[src/rtl/mode_info_pkg.sv]
// Package: mode register map, field layouts, reset values and burst encodings
package mode_info_pkg;

	// Register addresses on the mode register command
	localparam logic [7:0] ADDR_INFO = 8'h00;
	localparam logic [7:0] ADDR_FEATURE = 8'h01;

	// Information register field positions
	localparam int INFO_AUTO_INIT_BIT = 0;
	localparam int INFO_CLASS_BIT = 1;
	localparam int INFO_DATA_INVALID_BIT = 2;
	localparam int INFO_SELFTEST_LO = 3;

	// Self-test result encodings
	localparam logic [1:0] SELFTEST_NONE = 2'h0;
	localparam logic [1:0] SELFTEST_SUPPLY = 2'h1;
	localparam logic [1:0] SELFTEST_GROUND = 2'h2;
	localparam logic [1:0] SELFTEST_PASS = 2'h3;

	// Burst length encodings
	localparam logic [2:0] BURST_LEN4 = 3'h2;
	localparam logic [2:0] BURST_LEN8 = 3'h3;
	localparam logic [2:0] BURST_LEN16 = 3'h4;

	// Write recovery encodings and offset from code to cycles
	localparam logic [2:0] WRITE_REC_MIN = 3'h1;
	localparam logic [2:0] WRITE_REC_MAX = 3'h6;
	localparam logic [3:0] WRITE_REC_OFFSET = 4'h2;

	// Feature register reset value: wr code 001, wrap, sequential, length 4
	localparam logic [7:0] FEATURE_RESET = 8'h22;

	// Calibration command code written to the calibration register
	localparam logic [7:0] ADDR_CALIBRATION = 8'h0a;
	localparam logic [7:0] CAL_INIT_CODE = 8'hff;

	// Auto-initialization duration in clock cycles
	localparam int AUTO_INIT_CYCLES = 16;

	// Decoded feature fields
	typedef struct packed {
		logic [2:0] write_recovery_cycles;
		logic wrap_control;
		logic burst_type;
		logic [2:0] burst_length;
	} feature_t;

	// Mode register command from the command decoder
	typedef struct packed {
		logic write_en;
		logic read_en;
		logic [7:0] addr;
		logic [7:0] data;
	} mode_cmd_t;

endpackage : mode_info_pkg

[src/rtl/burst_order_gen.sv]
// Burst beat address generator for wrapping and non-wrapping orders
`timescale 1ns/10ps
module burst_order_gen
	import mode_info_pkg::*;
(
	input wire logic [9:0] start_col_i,
	input wire logic [4:0] beat_i,
	input wire logic [2:0] burst_length_i,
	input wire logic burst_type_i,
	input wire logic wrap_control_i,
	output logic [9:0] col_o
);
	import mode_info_pkg::*;

	// Start column with the lsb forced low, never sent on the bus [RULE12]
	wire [9:0] even_col = {start_col_i[9:1], 1'b0};
	// Offset field mask per length [RULE13]
	wire [3:0] len_mask = (burst_length_i == BURST_LEN16) ? 4'hf :
		(burst_length_i == BURST_LEN8) ? 4'h7 : 4'h3;
	wire [3:0] beat4 = beat_i[3:0];
	// Sequential offset wraps modulo the length [RULE14] [RULE15]
	wire [3:0] seq_off = (even_col[3:0] + beat4) & len_mask;
	// Interleaved offset is start xor beat [RULE16]
	wire [3:0] int_off = (even_col[3:0] ^ beat4) & len_mask;
	wire [3:0] wrap_off = burst_type_i ? int_off : seq_off;
	// Non-wrapping length 4 simply counts up from y [RULE18]
	wire [9:0] nowrap_col = even_col + {6'h00, beat4};
	assign col_o = wrap_control_i ? nowrap_col : ((even_col & ~{6'h00, len_mask}) |
		{6'h00, wrap_off});
endmodule : burst_order_gen

[src/rtl/mode_info_regs.sv]
// Device information and feature mode registers with burst column sequencing
`timescale 1ns/10ps
//
// What this block does; RULE17 and RULE19 are left to the controller
// RULE1: Info bit0 high while auto-init runs
// RULE2: Info bits 1 and 2 read zero
// RULE3: Info bits 4:3 give impedance self-test
// RULE4: Self-test bits update on init calibration
// RULE5: Bad self-test: factory trim, ignore calibration
// RULE6: Pin tied to supply reports 01
// RULE7: Result 11 means resistor merely detected
// RULE8: Feature bits 2:0 choose burst length
// RULE9: Bit3 burst type, bit4 wrap control
// RULE10: Bits 7:5 set write recovery 3..8
// RULE11: Auto-precharge starts after recovery count
// RULE12: Column lsb is always zero
// RULE13: Start offset width follows burst length
// RULE14: Wrapping length 4 order by bit1
// RULE15: Sequential wrap increments modulo length
// RULE16: Interleaved wrap uses start xor beat
// RULE17: Controller avoids illegal burst combinations
// RULE18: Non-wrap length 4 counts up
// RULE19: Controller avoids page boundary starts
// RULE20: Mode read and write commands access registers
// RULE21: Reserved bits read as zero
// RULE22: Unreadable registers give data, strobe toggles
// RULE23: Writes to read-only register ignored
// RULE24: Feature register resets to defaults
module mode_info_regs
	import mode_info_pkg::*;
#(
	parameter int INIT_CYCLES = AUTO_INIT_CYCLES
)
(
	input wire logic REF_CLK_I,
	input wire logic RST_N_I,
	input wire mode_info_pkg::mode_cmd_t CMD_I,
	input wire logic CAL_SUPPLY_TIE_I,
	input wire logic CAL_GROUND_SHORT_I,
	input wire logic WRITE_AP_I,
	input wire logic BURST_START_I,
	input wire logic [9:0] BURST_COL_I,
	output logic READ_VALID_O,
	output logic [7:0] READ_DATA_O,
	output logic STROBE_TOGGLE_O,
	output logic [7:0] FEATURE_O,
	output logic FACTORY_TRIM_O,
	output logic CAL_START_O,
	output logic PRECHARGE_O,
	output logic BURST_VALID_O,
	output logic [9:0] BURST_ADDR_O
);
	import mode_info_pkg::*;

	////////////////////////////////////////////////////////////////////////////////
	// Pin synchronisers for the calibration pin sense inputs

	logic [1:0] sup_sync_ff; // Supply tie sense, two stages
	logic [1:0] gnd_sync_ff; // Ground short sense, two stages

	// Only the second stage, bit 1, is read by logic; bit 0 may still be settling
	always_ff @(posedge REF_CLK_I or negedge RST_N_I)
	begin
		if (!RST_N_I)
		begin
			sup_sync_ff <= 2'h0;
			gnd_sync_ff <= 2'h0;
		end
		else
		begin
			sup_sync_ff <= {sup_sync_ff[0], CAL_SUPPLY_TIE_I};
			gnd_sync_ff <= {gnd_sync_ff[0], CAL_GROUND_SHORT_I};
		end
	end

	////////////////////////////////////////////////////////////////////////////////
	// Auto-initialization tracking

	logic [15:0] init_cnt_ff; // Cycles left of auto-initialization
	logic init_busy_ff; // High while initialization runs
	wire init_done = (init_cnt_ff == 16'h0001);

	// Count down after reset release, then drop busy [RULE1]
	always_ff @(posedge REF_CLK_I or negedge RST_N_I)
	begin
		if (!RST_N_I)
		begin
			init_cnt_ff <= 16'(INIT_CYCLES);
			init_busy_ff <= 1'b1;
		end
		else if (init_busy_ff)
		begin
			init_cnt_ff <= init_cnt_ff - 16'h0001;
			if (init_done)
				init_busy_ff <= 1'b0;
		end
	end

	////////////////////////////////////////////////////////////////////////////////
	// Command decode

	wire wr_feature = CMD_I.write_en && (CMD_I.addr == ADDR_FEATURE);
	wire wr_cal_init = CMD_I.write_en && (CMD_I.addr == ADDR_CALIBRATION) &&
		(CMD_I.data == CAL_INIT_CODE);
	wire rd_info = CMD_I.read_en && (CMD_I.addr == ADDR_INFO);
	// A write to the info address matches nothing, so it changes nothing [RULE23]

	////////////////////////////////////////////////////////////////////////////////
	// Feature register

	feature_t feature_ff; // Burst and write recovery controls
	feature_t nxt_feature;
	assign nxt_feature = feature_t'(CMD_I.data);

	// Reset to defaults, load on a mode write [RULE24] [RULE20] [RULE8] [RULE9] [RULE10]
	always_ff @(posedge REF_CLK_I or negedge RST_N_I)
	begin
		if (!RST_N_I)
			feature_ff <= feature_t'(FEATURE_RESET);
		else if (wr_feature)
			feature_ff <= nxt_feature;
	end

	////////////////////////////////////////////////////////////////////////////////
	// Impedance self-test result

	logic [1:0] impedance_selftest_result_ff; // Not supported until first init cal
	logic factory_trim_ff; // Fallback to trimmed driver impedance
	logic cal_start_ff; // Pulse to launch calibration
	// Supply tie reported as 01 first; 11 only says a resistor was seen [RULE6] [RULE7]
	wire [1:0] nxt_selftest = sup_sync_ff[1] ? SELFTEST_SUPPLY :
		gnd_sync_ff[1] ? SELFTEST_GROUND : SELFTEST_PASS;
	wire bad_pin = (nxt_selftest == SELFTEST_SUPPLY) || (nxt_selftest == SELFTEST_GROUND);

	// Result only changes on init calibration; once bad, calibration is dropped [RULE4] [RULE5]
	always_ff @(posedge REF_CLK_I or negedge RST_N_I)
	begin
		if (!RST_N_I)
		begin
			impedance_selftest_result_ff <= SELFTEST_NONE;
			factory_trim_ff <= 1'b0;
			cal_start_ff <= 1'b0;
		end
		else
		begin
			cal_start_ff <= 1'b0;
			if (wr_cal_init && !factory_trim_ff)
			begin
				impedance_selftest_result_ff <= nxt_selftest;
				factory_trim_ff <= bad_pin;
				cal_start_ff <= !bad_pin;
			end
		end
	end

	////////////////////////////////////////////////////////////////////////////////
	// Mode register read answer

	// Reserved and fixed bits return zero [RULE2] [RULE21] [RULE3]
	wire [7:0] info_word = {3'h0, impedance_selftest_result_ff, 1'b0, 1'b0, init_busy_ff};
	// Other addresses return zero data but still strobe [RULE22]
	wire [7:0] nxt_read = rd_info ? info_word : 8'h00;

	always_ff @(posedge REF_CLK_I or negedge RST_N_I)
	begin
		if (!RST_N_I)
		begin
			READ_VALID_O <= 1'b0;
			READ_DATA_O <= 8'h00;
			STROBE_TOGGLE_O <= 1'b0;
		end
		else
		begin
			READ_VALID_O <= CMD_I.read_en; // [RULE20]
			STROBE_TOGGLE_O <= CMD_I.read_en; // [RULE22]
			READ_DATA_O <= nxt_read;
		end
	end

	////////////////////////////////////////////////////////////////////////////////
	// Burst sequencer

	logic [4:0] beat_ff; // Current beat index
	logic burst_on_ff; // Burst in progress
	logic ap_ff; // Burst carries auto-precharge
	logic [9:0] col_ff; // Latched start column
	logic [3:0] rec_cnt_ff; // Write recovery countdown
	wire [9:0] beat_col;
	wire [4:0] last_beat = (feature_ff.burst_length == BURST_LEN16) ? 5'h0f :
		(feature_ff.burst_length == BURST_LEN8) ? 5'h07 : 5'h03;
	wire burst_end = burst_on_ff && (beat_ff == last_beat);
	// Recovery cycles are the code plus two [RULE10] [RULE11]
	wire [3:0] rec_cycles = {1'b0, feature_ff.write_recovery_cycles} + WRITE_REC_OFFSET;

	burst_order_gen u_order (
		.start_col_i(col_ff),
		.beat_i(beat_ff),
		.burst_length_i(feature_ff.burst_length),
		.burst_type_i(feature_ff.burst_type),
		.wrap_control_i(feature_ff.wrap_control),
		.col_o(beat_col)
	);

	// Walk the beats; start is ignored while a burst runs
	always_ff @(posedge REF_CLK_I or negedge RST_N_I)
	begin
		if (!RST_N_I)
		begin
			beat_ff <= 5'h00;
			burst_on_ff <= 1'b0;
			ap_ff <= 1'b0;
			col_ff <= 10'h000;
		end
		else if (BURST_START_I && !burst_on_ff)
		begin
			burst_on_ff <= 1'b1;
			beat_ff <= 5'h00;
			ap_ff <= WRITE_AP_I;
			col_ff <= BURST_COL_I; // [RULE12]
		end
		else if (burst_on_ff)
		begin
			beat_ff <= beat_ff + 5'h01;
			if (burst_end)
				burst_on_ff <= 1'b0;
		end
	end

	// Precharge fires the programmed cycle count after the last beat [RULE11]
	always_ff @(posedge REF_CLK_I or negedge RST_N_I)
	begin
		if (!RST_N_I)
		begin
			rec_cnt_ff <= 4'h0;
			PRECHARGE_O <= 1'b0;
		end
		else
		begin
			PRECHARGE_O <= (rec_cnt_ff == 4'h1);
			if (burst_end && ap_ff)
				rec_cnt_ff <= rec_cycles;
			else if (rec_cnt_ff != 4'h0)
				rec_cnt_ff <= rec_cnt_ff - 4'h1;
		end
	end

	// Registered outputs
	always_ff @(posedge REF_CLK_I or negedge RST_N_I)
	begin
		if (!RST_N_I)
		begin
			BURST_VALID_O <= 1'b0;
			BURST_ADDR_O <= 10'h000;
			FEATURE_O <= FEATURE_RESET;
			FACTORY_TRIM_O <= 1'b0;
			CAL_START_O <= 1'b0;
		end
		else
		begin
			BURST_VALID_O <= burst_on_ff;
			BURST_ADDR_O <= beat_col; // [RULE14] [RULE15] [RULE16] [RULE18]
			FEATURE_O <= feature_ff;
			FACTORY_TRIM_O <= factory_trim_ff;
			CAL_START_O <= cal_start_ff;
		end
	end
endmodule : mode_info_regs

[config.mk]
export PLATFORM = sky130hd
export DESIGN_NAME = mode_info_regs
export DESIGN_NICKNAME = d
export VERILOG_FILES = /design/src/rtl/mode_info_pkg.sv /design/src/rtl/burst_order_gen.sv /design/src/rtl/mode_info_regs.sv
export SDC_FILE = /design/constraint.sdc
export NUM_CORES = 1
export LEC_CHECK = 0
export BUFFER_PORTS_ARGS = -buffer_cell sky130_fd_sc_hd__buf_2
export CAP_MARGIN = 40
export CORE_ASPECT_RATIO = 1.4
export CORE_MARGIN = 2
export CORE_UTILIZATION = 31
export CTS_BUF_LIST = sky130_fd_sc_hd__clkbuf_16
export DETAILED_ROUTE_END_ITERATION = 6
export PLACE_DENSITY = 0.6
export SYNTH_ARGS = -nofsm -noshare
export SYNTH_HDL_FRONTEND = slang
export SYNTH_SLANG_ARGS = --single-unit
[constraint.sdc]
create_clock -name REF_CLK_I -period 3.3 [get_ports REF_CLK_I]
set_input_delay 0.495 -clock REF_CLK_I [delete_from_list [all_inputs] [get_ports REF_CLK_I]]
set_output_delay 0.495 -clock REF_CLK_I [all_outputs]
set_load 0.05 [all_outputs]
* Word-level counts from Yosys, hierarchy flattened *
Cells that the tools add are included.

storage, ports and cells
  bits in registers = 82
  latch bits = 0
  memory bits (writable) = 0
  memory bits (read-only) = 0
  memories = 0
  word-level logic and storage cells = 81

cells by class
  $add $sub $neg = 6
  shift operators = 0
  bitwise logic cells = 6
  magnitude comparators = 0
  mux-type cells = 19
  reduce and logical (&&, ||, !) cells = 16
  eq/ne operators = 10
  $mul = 0
  divide/modulo/power cells = 0

operators by type and width
  kind                                                                     number
  4-bit 2-to-1 mux                                                         5
  16-bit by 1-bit equality test with 1-bit output (second input constant)  1
  16-bit by 1-bit subtractor with 16-bit output (second input constant)    1
  5-bit 2-to-1 mux                                                         3
  10-bit by 4-bit adder with 10-bit output                                 1
  10-bit bitwise AND                                                       1
  10-bit 2-to-1 mux                                                        1
  4-bit NOT with 10-bit output                                             1
  10-bit by 4-bit bitwise OR with 10-bit output                            1
  4-bit bitwise AND                                                        2
  8-bit by 1-bit equality test with 1-bit output (second input constant)   1
  8-bit by 4-bit equality test with 1-bit output (second input constant)   1
  8-bit equality test (second input constant)                              1
  1-bit logical AND                                                        8
  8-bit logical NOT                                                        1
  1-bit 2-to-1 mux                                                         7
  3-bit 2-to-1 mux                                                         2
  5-bit by 1-bit adder with 5-bit output (second input constant)           1
  5-bit by 4-bit equality test with 1-bit output                           1
  3-bit by 2-bit adder with 4-bit output (second input constant)           1
  4-bit adder                                                              1
  4-bit by 1-bit equality test with 1-bit output (second input constant)   1
  2-bit nonzero test                                                       2
  4-bit nonzero test                                                       1
  9 further kinds                                                          11

* Depth between registers and ports, before layout *
Gate-level depths: netlist of the first run.

  word-level depth = 8
  depth in mapped cells = 7
  depth with buffers taken out = 7

* By module *
A second synthesis of the first run with hierarchy kept.

unflattened totals
  cells, all modules = 272
  area total of the unflattened synthesis = 3,530.9 µm²

modules (own cells, without submodules)
  module           cells each  sequential area each (µm²)  area an instance (µm²)  times used
  mode_info_regs   229         2,009.4                     3,199.3                 1
  burst_order_gen  43          0.0                         331.6                   1

* Worst setup path after synthesis of the first run *
Ideal clock, no wire load.

  kind = input-to-reg
  start point = input CMD_I[10] in the netlist's numbering
  end point = register feature_ff[6] in the netlist's numbering
  library setup time = 128 ps
  stages on the path = 4
  arrival = 1,648 ps
  buffers on the path = 0
  setup slack = 1,525 ps
  cell sequence = or4_4 > nor2_4 > nand4_4 > mux2_1

on the way
  longest elaborated chain between the ends = 2

ends and longest elaborated chain
  what                                            RTL line               RTL
  start, declared                                 mode_info_regs.sv:37   input wire mode_info_pkg::mode_cmd_t CMD_I,
  8-bit by 1-bit equality test with 1-bit output  mode_info_regs.sv:102  wire wr_feature = CMD_I.write_en && (CMD_I.addr == ADDR_FEATURE);
  1-bit logical AND                               mode_info_regs.sv:102
  end signal, assigned                            mode_info_regs.sv:119  feature_ff <= feature_t'(FEATURE_RESET);
  end signal, assigned                            mode_info_regs.sv:121  feature_ff <= nxt_feature;
  end, declared                                   mode_info_regs.sv:111  feature_t feature_ff;

Every way passes these cells.
A chain may end at the register's enable or synchronous reset.

* Worst setup path in the final report of the first run *
  start point = register feature_ff[0] in the netlist's numbering
  end point = register rec_cnt_ff[2]

on the way
  longest elaborated chain between the ends = 7

ends and longest elaborated chain
  what                                                    RTL line               RTL
  3-bit by 2-bit equality test with 1-bit output          mode_info_regs.sv:190  (feature_ff.burst_length == BURST_LEN8) ? 5'h07 : 5'h03;
  3-bit 2-to-1 mux                                        mode_info_regs.sv:190
  4-bit 2-to-1 mux *                                      mode_info_regs.sv:189  wire [4:0] last_beat = (feature_ff.burst_length == BURST_LEN16) ? 5'h0f :
  5-bit by 4-bit equality test with 1-bit output *        mode_info_regs.sv:191  wire burst_end = burst_on_ff && (beat_ff == last_beat);
  1-bit logical AND *                                     mode_info_regs.sv:191
  1-bit logical AND *                                     mode_info_regs.sv:240  if (burst_end && ap_ff)
  4-bit 2-to-1 mux or 2-bit nonzero test (tied branches)  --
  end signal, assigned                                    mode_info_regs.sv:241  rec_cnt_ff <= rec_cycles;
  end signal, assigned                                    mode_info_regs.sv:243  rec_cnt_ff <= rec_cnt_ff - 4'h1;
  end, declared                                           mode_info_regs.sv:187  logic [3:0] rec_cnt_ff;

Mark *: on every way between the ends. The rest lies on a longest branch, timed or not.

==> results of run 1 <==
worst paths after layout:
check                                  from        endpoint  slack (ns)
max reg2reg                   feature_ff[0]   rec_cnt_ff[2]        1.42
min reg2reg                  gnd_sync_ff[0]  gnd_sync_ff[1]        0.35
max                           feature_ff[0]   rec_cnt_ff[2]        1.42
min in group REF_CLK_I     CAL_SUPPLY_TIE_I  sup_sync_ff[0]        0.27
max in group asynchronous           RST_N_I  init_cnt_ff[4]        2.58
min                                 RST_N_I     PRECHARGE_O        0.07
worst max-delay path: stages (launching register included):
cell                       delay [ns]
sky130_fd_sc_hd__dfrtp_1         0.42
sky130_fd_sc_hd__or3b_1          0.51
sky130_fd_sc_hd__and3_4          0.24
sky130_fd_sc_hd__o211ai_4        0.23
sky130_fd_sc_hd__mux2_1          0.35
metrics by stage:
step	utilization, %	setup WS [ns]	cell area, sq um	std cells	power (W)
final	38.1	1.42	4100	480	0.00320
after global routing	38.1	1.33	4100	480	0.00343
after CTS	38.1	1.39	4100	480	0.00326
after detailed placement	35.7	1.34	3840	464	0.00238
after global placement	35.4	1.34	3800	462	0.00233
after floorplan	-	1.52	3400	273	0.00211
registers in the layout, indices dropped and copies added (netlist names), 2 cells and up:
signal / count
rec_cnt_ff: 4
col_ff: 9
FEATURE_O: 8
feature_ff: 8
sup_sync_ff: 2
BURST_ADDR_O: 10
gnd_sync_ff: 2
init_cnt_ff: 16
impedance_selftest_result_ff: 2
beat_ff: 5
READ_DATA_O: 3
placed cells by master, fill, tap and decap left out, types with 3 or more instances in the layout:
cell type / count
sky130_fd_sc_hd__and2_1: 3
sky130_fd_sc_hd__conb_1: 5
sky130_fd_sc_hd__nand2_1: 13
sky130_fd_sc_hd__o21ai_0: 7
sky130_fd_sc_hd__xnor2_1: 12
sky130_fd_sc_hd__inv_1: 12
sky130_fd_sc_hd__clkbuf_16: 9
sky130_fd_sc_hd__nor2_1: 22
sky130_fd_sc_hd__mux2_1: 4
sky130_fd_sc_hd__mux2_2: 18
sky130_fd_sc_hd__nand3_1: 7
sky130_fd_sc_hd__nor2b_1: 3
sky130_fd_sc_hd__buf_2: 58
sky130_fd_sc_hd__dfstp_2: 6
sky130_fd_sc_hd__nor3b_1: 5
sky130_fd_sc_hd__a21oi_1: 7
sky130_fd_sc_hd__xor2_1: 13
sky130_fd_sc_hd__nor3_1: 6
sky130_fd_sc_hd__dfrtp_1: 73
sky130_fd_sc_hd__ha_1: 10
routing by layer:
layer | global-route usage, % | vias to the layer above | wire, um
li1 | - | 1041 | -
met1 | 14.6 | 1034 | 2830
met2 | 19.6 | 53 | 3230
met3 | 3.18 | 12 | 305
met4 | 5.79 | 0 | 123
met5 | 0 | - | 0
cells by family after synthesis:
group | count (synthesis) | share of synthesized area [%]
xor+xnor | 25 | 6.48
other cells | 1 | 0.111
fa+ha+maj | 11 | 4.29
buf+inv | 21 | 3.07
flops | 79 | 58.7
compound gates | 26 | 5.33
mux | 24 | 7.92
simple gates | 82 | 14.1
power by group through the flow:
stage | Combinational [W] | Sequential, W | Clock [W]
floorplan | 0.000524 | 0.00159 | 0
finish | 0.000999 | 0.00135 | 0.000857
CTS | 0.00102 | 0.00135 | 0.000888
detailed placement | 0.00101 | 0.00137 | 0
global route | 0.00110 | 0.00138 | 0.000940
global placement | 0.000967 | 0.00136 | 0
area by class of cell:
cell class | count | area, sq um
Clock buffer | 9 | 225
Clock inverter | 7 | 32.5
Fill cell | 1038 | 6660
Inverter | 10 | 37.5
Multi-Input combinational cell | 173 | 1310
Sequential cell | 79 | 1980
Tap cell | 141 | 176
Timing Repair Buffer | 61 | 333
synth_stat cells (5+ instances only):
| master | number | area share (%) |
|---|---|---|
| sky130_fd_sc_hd__nor2_1 | 22 | 2.4 |
| sky130_fd_sc_hd__xnor2_1 | 12 | 3.1 |
| sky130_fd_sc_hd__nand3_1 | 7 | 1.0 |
| sky130_fd_sc_hd__buf_4 | 6 | 1.3 |
| sky130_fd_sc_hd__nor3b_1 | 5 | 1.1 |
| sky130_fd_sc_hd__inv_1 | 10 | 1.1 |
| sky130_fd_sc_hd__mux2_2 | 18 | 6.0 |
| sky130_fd_sc_hd__dfrtp_1 | 73 | 54 |
| sky130_fd_sc_hd__nor3_1 | 6 | 0.89 |
| sky130_fd_sc_hd__xor2_1 | 13 | 3.4 |
| sky130_fd_sc_hd__dfstp_2 | 6 | 4.7 |
| sky130_fd_sc_hd__ha_1 | 10 | 3.7 |
| sky130_fd_sc_hd__o21ai_0 | 7 | 1.0 |
| sky130_fd_sc_hd__nand2_1 | 13 | 1.4 |
| sky130_fd_sc_hd__a21oi_1 | 7 | 1.0 |
==> summary by stage, run 1 <==
Worst setup path
The start-to-end type of the worst setup path is reg -> reg. STA puts the critical path data required time at 3.51 ns. The worst setup path is launched from a register. The worst endpoint data arrival time is 2.09 ns.

The worst setup path is captured at a register. The count of cells along the worst register-to-register path is 4. Of all nets on the critical path, the largest fanout is 6.

Timing
Subtracting the final worst setup slack from the clock period gives 1.88 ns. The fraction of the cycle the final worst path needs is 56.8%. The number of pins exceeding their max-slew limit in the final report came to 0. Static timing analysis puts the maximum clock frequency at 533 MHz. The total negative setup slack is 0 ns. For the pin with the worst max-slew slack, the measured transition is 0.507 ns.

The final worst clock skew is 0.00413 ns. Setup repair after global routing left no endpoint under its margin. The final hold violation count is 0. Setup violations remaining at the end of the flow were counted as 0.

The post-route worst hold slack is 0.0678 ns. Headroom to the max-slew limit came out at 65.9%.

Clock tree
The number of hold buffers added after cts is 0. The buffer cell driving the clock tree root is sky130_fd_sc_hd__clkbuf_16. The post-cts repair resize count is 0. Counting the buffers created by CTS gives 9. The clock reaches the later pin of the worst-skew pair after 0.33 ns. The H-tree depth reported by CTS is 3. Post-CTS timing repair inserted 0 buffers for setup.

The clock slew seen by the registers of the worst setup and hold paths is 0.06 ns. The clock passes through at most 2 buffers. The number of clock sinks is 79.

TritonCTS built the clock tree.

Pwr
The fraction of power spent switching nets is 35.7%. The share of total power in the clock network is 26.7%. The maximum vdd ir drop is 304 uV. The cell-internal power is 0.00206 W. Dividing total power by cell area gives a power density of 782 mW/mm^2. The cell leakage power is 2.04 nW. The switching power is 0.00114 W.

Registers are responsible for 42.1% of the overall power. The combinational share of power is 31.2%.

Floorplan
The boundary pin count is 66. The die covers 0.0118 sq mm. The total number of placement rows is 45. The initial core utilization is 31.4%. The horizontal extent of the die is 92.3 um.

In this run the vertical extent of the chip is 128 um. The standard cell core area is 0.0108 sq mm.

Routing
The number of detailed-route iterations in the first pass is 4. The mean number of vias per cell is 4.46. In the routed design, unresolved DRC markers number 0.

Summing over every cut layer, the via total after detailed routing is 2140. Dividing the detail-routed wire length by the instance count gives 13.5 um. The residual antenna-violating net count after detailed routing is 0. Summed over all layers, the routed wires come to 6490 um.

The detailed router finished its first iteration with 105 violations.

Global route
The total routing resource utilization after global routing is 12.0%. Entering global routing, the biggest net connects 57 pins. The initial antenna violation count is 0. The via count of the first global-routing pass was 2218. The residual overflow from global routing is 0. The first global-routing pass estimated 10700 um of wire.

Yosys
In this run, synthesis produced a sequential element count of 79. The total number of yosys warnings is 0. The synthesized design contains 0 enable-type register cells. In this run the cell area of the synthesized design comes to 0.00338 sq mm. The cell count after synthesis came out at 269.

Of the synthesized area, sequential elements account for 58.7%. In the synthesized netlist the dominant register cell turns out to be sky130_fd_sc_hd__dfrtp_1. Of all flip-flops after synthesis, the portion carrying an async set or reset was 100%.

The netlist uses 51 different library cells. The mean instance size in the synthesized netlist is 12.6 sq um.

Finish
The share of post-route cells with drive strength above 1 is 31.3%. From synthesis to final layout, the design area changed by 21.2%. After the last flow step, the layout net total stands at 379. 0 antenna diodes ended up in the layout.

Min path
The min-delay analysis places its worst path in the category in -> async.

Place
Detailed placement finished with a half-perimeter wire length of 4830 um. Buffers placed on the I/O ports in this run total 59. The congestion estimate from routability-driven global placement came to 0.704.

Outcome
The flow ran to the end, and the final reports show no timing, DRC or antenna violations.

Flow run
The number of maximum-capacitance constraint violations is 0.
(Power assumes the default switching activity.)
==> run 2, diff against run 1 <==
==> constraint.sdc (replaced) <==
create_clock -name REF_CLK_I -period 1.95 [get_ports REF_CLK_I]
set_input_delay 0.2925 -clock REF_CLK_I [delete_from_list [all_inputs] [get_ports REF_CLK_I]]
set_output_delay 0.2925 -clock REF_CLK_I [all_outputs]
set_load 0.05 [all_outputs]
==> run 2 against run 1 <==
  * Total power increased by 74%
  * Highest routed layer unchanged
  * Critical path type unchanged
  * Flip-flop and latch count did not move
  * Global-route usage about the same
  * Clock power up 84%
  * Die area is the same
==> summary by stage, run 2 (same netlist as run 1, synthesis figures left out) <==
Place
The routability congestion estimate from global placement was 0.775 (was 0.704). The post-place instance area was 0.00388 sq mm (was 0.00384 sq mm). The placed wire-length estimate was 4680 um (was 4830 um). The number of buffer cells added on primary ports was 59 (unchanged).

Floorplan
The die outline area is 0.0118 sq mm (unchanged). The total number of placement rows is 45 (unchanged). The horizontal extent of the die was 92.3 um (unchanged). The initial core utilization is 31.4% (unchanged).

The boundary pin count is 66 (unchanged). The standard cell core area was 0.0108 sq mm (unchanged). The die boundary height is 128 um (unchanged).

Timing
The fraction of the cycle the final worst path needs is 91.8% (was 56.8%). The worst-margin pin slew is 0.518 ns (was 0.507 ns). The total negative setup slack is 0 ns (unchanged). Unrepaired setup endpoints after global routing: false (unchanged). The highest clock rate is 558 MHz (was 533 MHz). The final hold violation count is 0 (unchanged).

The post-route worst hold slack was 0.0675 ns (was 0.0678 ns). The number of pins exceeding their max-slew limit in the final report came to 0 (unchanged). The headroom to the max-slew limit is 65.2% (was 65.9%). The minimum clock period came to 1.79 ns (was 1.88 ns).

The number of failing setup endpoints in the final timing report is 0 (unchanged). The final worst clock skew is 0.00605 ns (was 0.00413 ns).

Finish
The count of antenna diodes in the layout is 0 (unchanged). The flip-flop count of the largest register after layout is 16 (unchanged). Registers with the most flip-flops: init_cnt_ff (16), BURST_ADDR_O (10), col_ff (9) (unchanged). Most frequent cells in the layout: sky130_fd_sc_hd__dfrtp_1 (73), sky130_fd_sc_hd__buf_2 (58), sky130_fd_sc_hd__nor2_1 (22) (unchanged). The synthesis-to-finish area growth is 23.3% (was 21.2%). The finished layout cell area is 0.00417 sq mm (was 0.00410 sq mm). The most common cell after layout, fill and taps aside is sky130_fd_sc_hd__dfrtp_1 (unchanged). The most flop-heavy register is init_cnt_ff (unchanged). The share of post-route cells with drive strength above 1 was 32.4% (was 31.3%).

The net count of the finished layout is 386 (was 379).

Worst setup path
The top cell family by delay on the critical path was adder cells (was simple AND/OR/NAND/NOR gates). The kind of capture point of the worst setup path is a register (unchanged). The biggest fanout along the worst timing path came to 4 (was 6). The delay of the slowest critical-path stage was 0.42 ns (was 0.51 ns). The data required time at the worst endpoint is 2.20 ns (was 3.51 ns). Chain of cells forming the critical path: ha_1 -> inv_1 -> fa_1 -> nor2b_1 -> o211ai_1 -> nor2_1 -> xor2_1 (was or3b_1 -> and3_4 -> o211ai_4 -> mux2_1). The total buffers and inverters traversed by the critical path is 1 (was 0).

The worst endpoint data arrival time was 2.04 ns (was 2.09 ns). The cell at the slowest stage of the critical path is sky130_fd_sc_hd__fa_1 (was sky130_fd_sc_hd__or3b_1). The start-to-end type of the worst setup path is reg -> reg (unchanged).

The startpoint class of the critical path is a register (unchanged).

Clock tree
The H-tree depth reported by CTS is 3 (unchanged). The clock insertion delay at the later pin of the skew report is 0.33 ns (about the same). The clock slew seen by the registers of the worst setup and hold paths is 0.06 ns (about the same). The buffer count from post-CTS setup fixing is 0 (unchanged). The number of CTS-inserted buffers is 9 (unchanged). The post-cts repair resize count is 0 (unchanged). The largest buffer count on any clock path is 2 (unchanged). The number of clock sinks came to 79 (unchanged).

The clock tree from TritonCTS is yes (unchanged). The number of hold buffers added after cts is 1 (was 0). The buffer cell driving the clock tree root is sky130_fd_sc_hd__clkbuf_16 (unchanged).

Global route
The via count of the first global-routing pass is 2155 (was 2218). The first-pass GRT wire length was 10900 um (was 10700 um). The maximum number of pins on one net before global-route repair came to 53 (was 57).

The total routing resource utilization after global routing is 11.9% (was 12.0%). The residual overflow from global routing was 0 (unchanged). The initial antenna violation count is 0 (unchanged).

Routing
The total number of vias is 2170 (was 2140). The initial detailed-routing violation count was 107 (was 105). The number of detailed-route iterations in the first pass is 4 (unchanged).

The routed wire length is 6390 um (was 6490 um). The mean number of vias per cell came to 4.46 (about the same). The residual antenna-violating net count after detailed routing is 0 (unchanged). The routed length per instance was 13.1 um (was 13.5 um).

The number of DRC violations after detailed routing was 0 (unchanged).

Outcome
Outcome: completed (unchanged).

Pwr
The maximum vdd ir drop was 490 uV (was 304 uV). The overall power consumption is 0.00558 W (was 0.00320 W). The power density relative to cell area is 1340 mW/mm^2 (was 782 mW/mm^2).

The cell leakage power is 2.08 nW (was 2.04 nW).

Flow run
The number of maximum-capacitance constraint violations is 0 (unchanged).

Min path
The kind of path behind the tightest hold check was in -> reg (was in -> async).
==> run 2: changes by cell type in the layout (fill, tap and decap cells not counted) <==
| cell | before | now |
|---|---|---|
| sky130_fd_sc_hd__clkinv_2 | 2 | 1 |
| sky130_fd_sc_hd__buf_4 | 2 | 8 |
| sky130_fd_sc_hd__bufinv_16 | 0 | 1 |
| sky130_fd_sc_hd__buf_12 | 0 | 1 |
| sky130_fd_sc_hd__dlygate4sd3_1 | 0 | 1 |
| sky130_fd_sc_hd__buf_16 | 1 | 0 |
==> run 2: through the flow <==
stage / util (%) / cells / worst slack [ns]
3_3_place_gp: 36.0 / 470 / 0.185
3_5_place_dp: 36.0 / 470 / 0.148
2_1_floorplan: - / 273 / 0.245
4_1_cts: 38.8 / 487 / 0.126
5_1_grt: 38.8 / 487 / 0.0548
6_report: 38.8 / 487 / 0.159
==> run 2: power by group <==
group / internal (W) / switching, W / leakage [nW]
Clock: 0.000970 / 0.000611 / 0.143
Combinational: 0.000676 / 0.00107 / 0.935
Sequential: 0.00200 / 0.000248 / 0.999
==> run 2: worst register-to-register path: stages (launching register included) <==
cell and delay (ns):
sky130_fd_sc_hd__dfrtp_1 0.39, sky130_fd_sc_hd__ha_1 0.19, sky130_fd_sc_hd__inv_1 0.06, sky130_fd_sc_hd__fa_1 0.42, sky130_fd_sc_hd__nor2b_1 0.15, sky130_fd_sc_hd__o211ai_1 0.17, sky130_fd_sc_hd__nor2_1 0.19, sky130_fd_sc_hd__xor2_1 0.15
==> run 2: layout make-up <==
class | instances | area, sq um
clock inverters | 7 | 57.6
well taps | 141 | 176
multi-input cells | 173 | 1310
clock buffers | 9 | 225
inverters | 10 | 37.5
repair buffers | 68 | 380
fillers | 1041 | 6590
flip-flops and latches | 79 | 1980
==> run 2: worst paths after layout <==
path	cells after the start	slack [ns]	to	start
setup / recovery	7	0.16	BURST_ADDR_O[9]	beat_ff[1]
hold / removal	1	0.07	gnd_sync_ff[0]	CAL_GROUND_SHORT_I
setup reg to reg	7	0.16	BURST_ADDR_O[9]	beat_ff[1]
hold reg to reg	0	0.35	CAL_START_O	cal_start_ff
max in group asynchronous	3	0.88	init_busy_ff	RST_N_I
min in group asynchronous	2	0.42	PRECHARGE_O	RST_N_I
==> run 2: layer usage <==
| layer | routed length [um] | GRT usage (%) | part of all wire (%) |
|---|---|---|---|
| met5 | 0 | 0 | 0 |
| met1 | 2910 | 16.0 | 45 |
| met4 | 97 | 4.74 | 1.5 |
| met2 | 3090 | 18.5 | 48 |
| met3 | 298 | 2.95 | 4.7 |
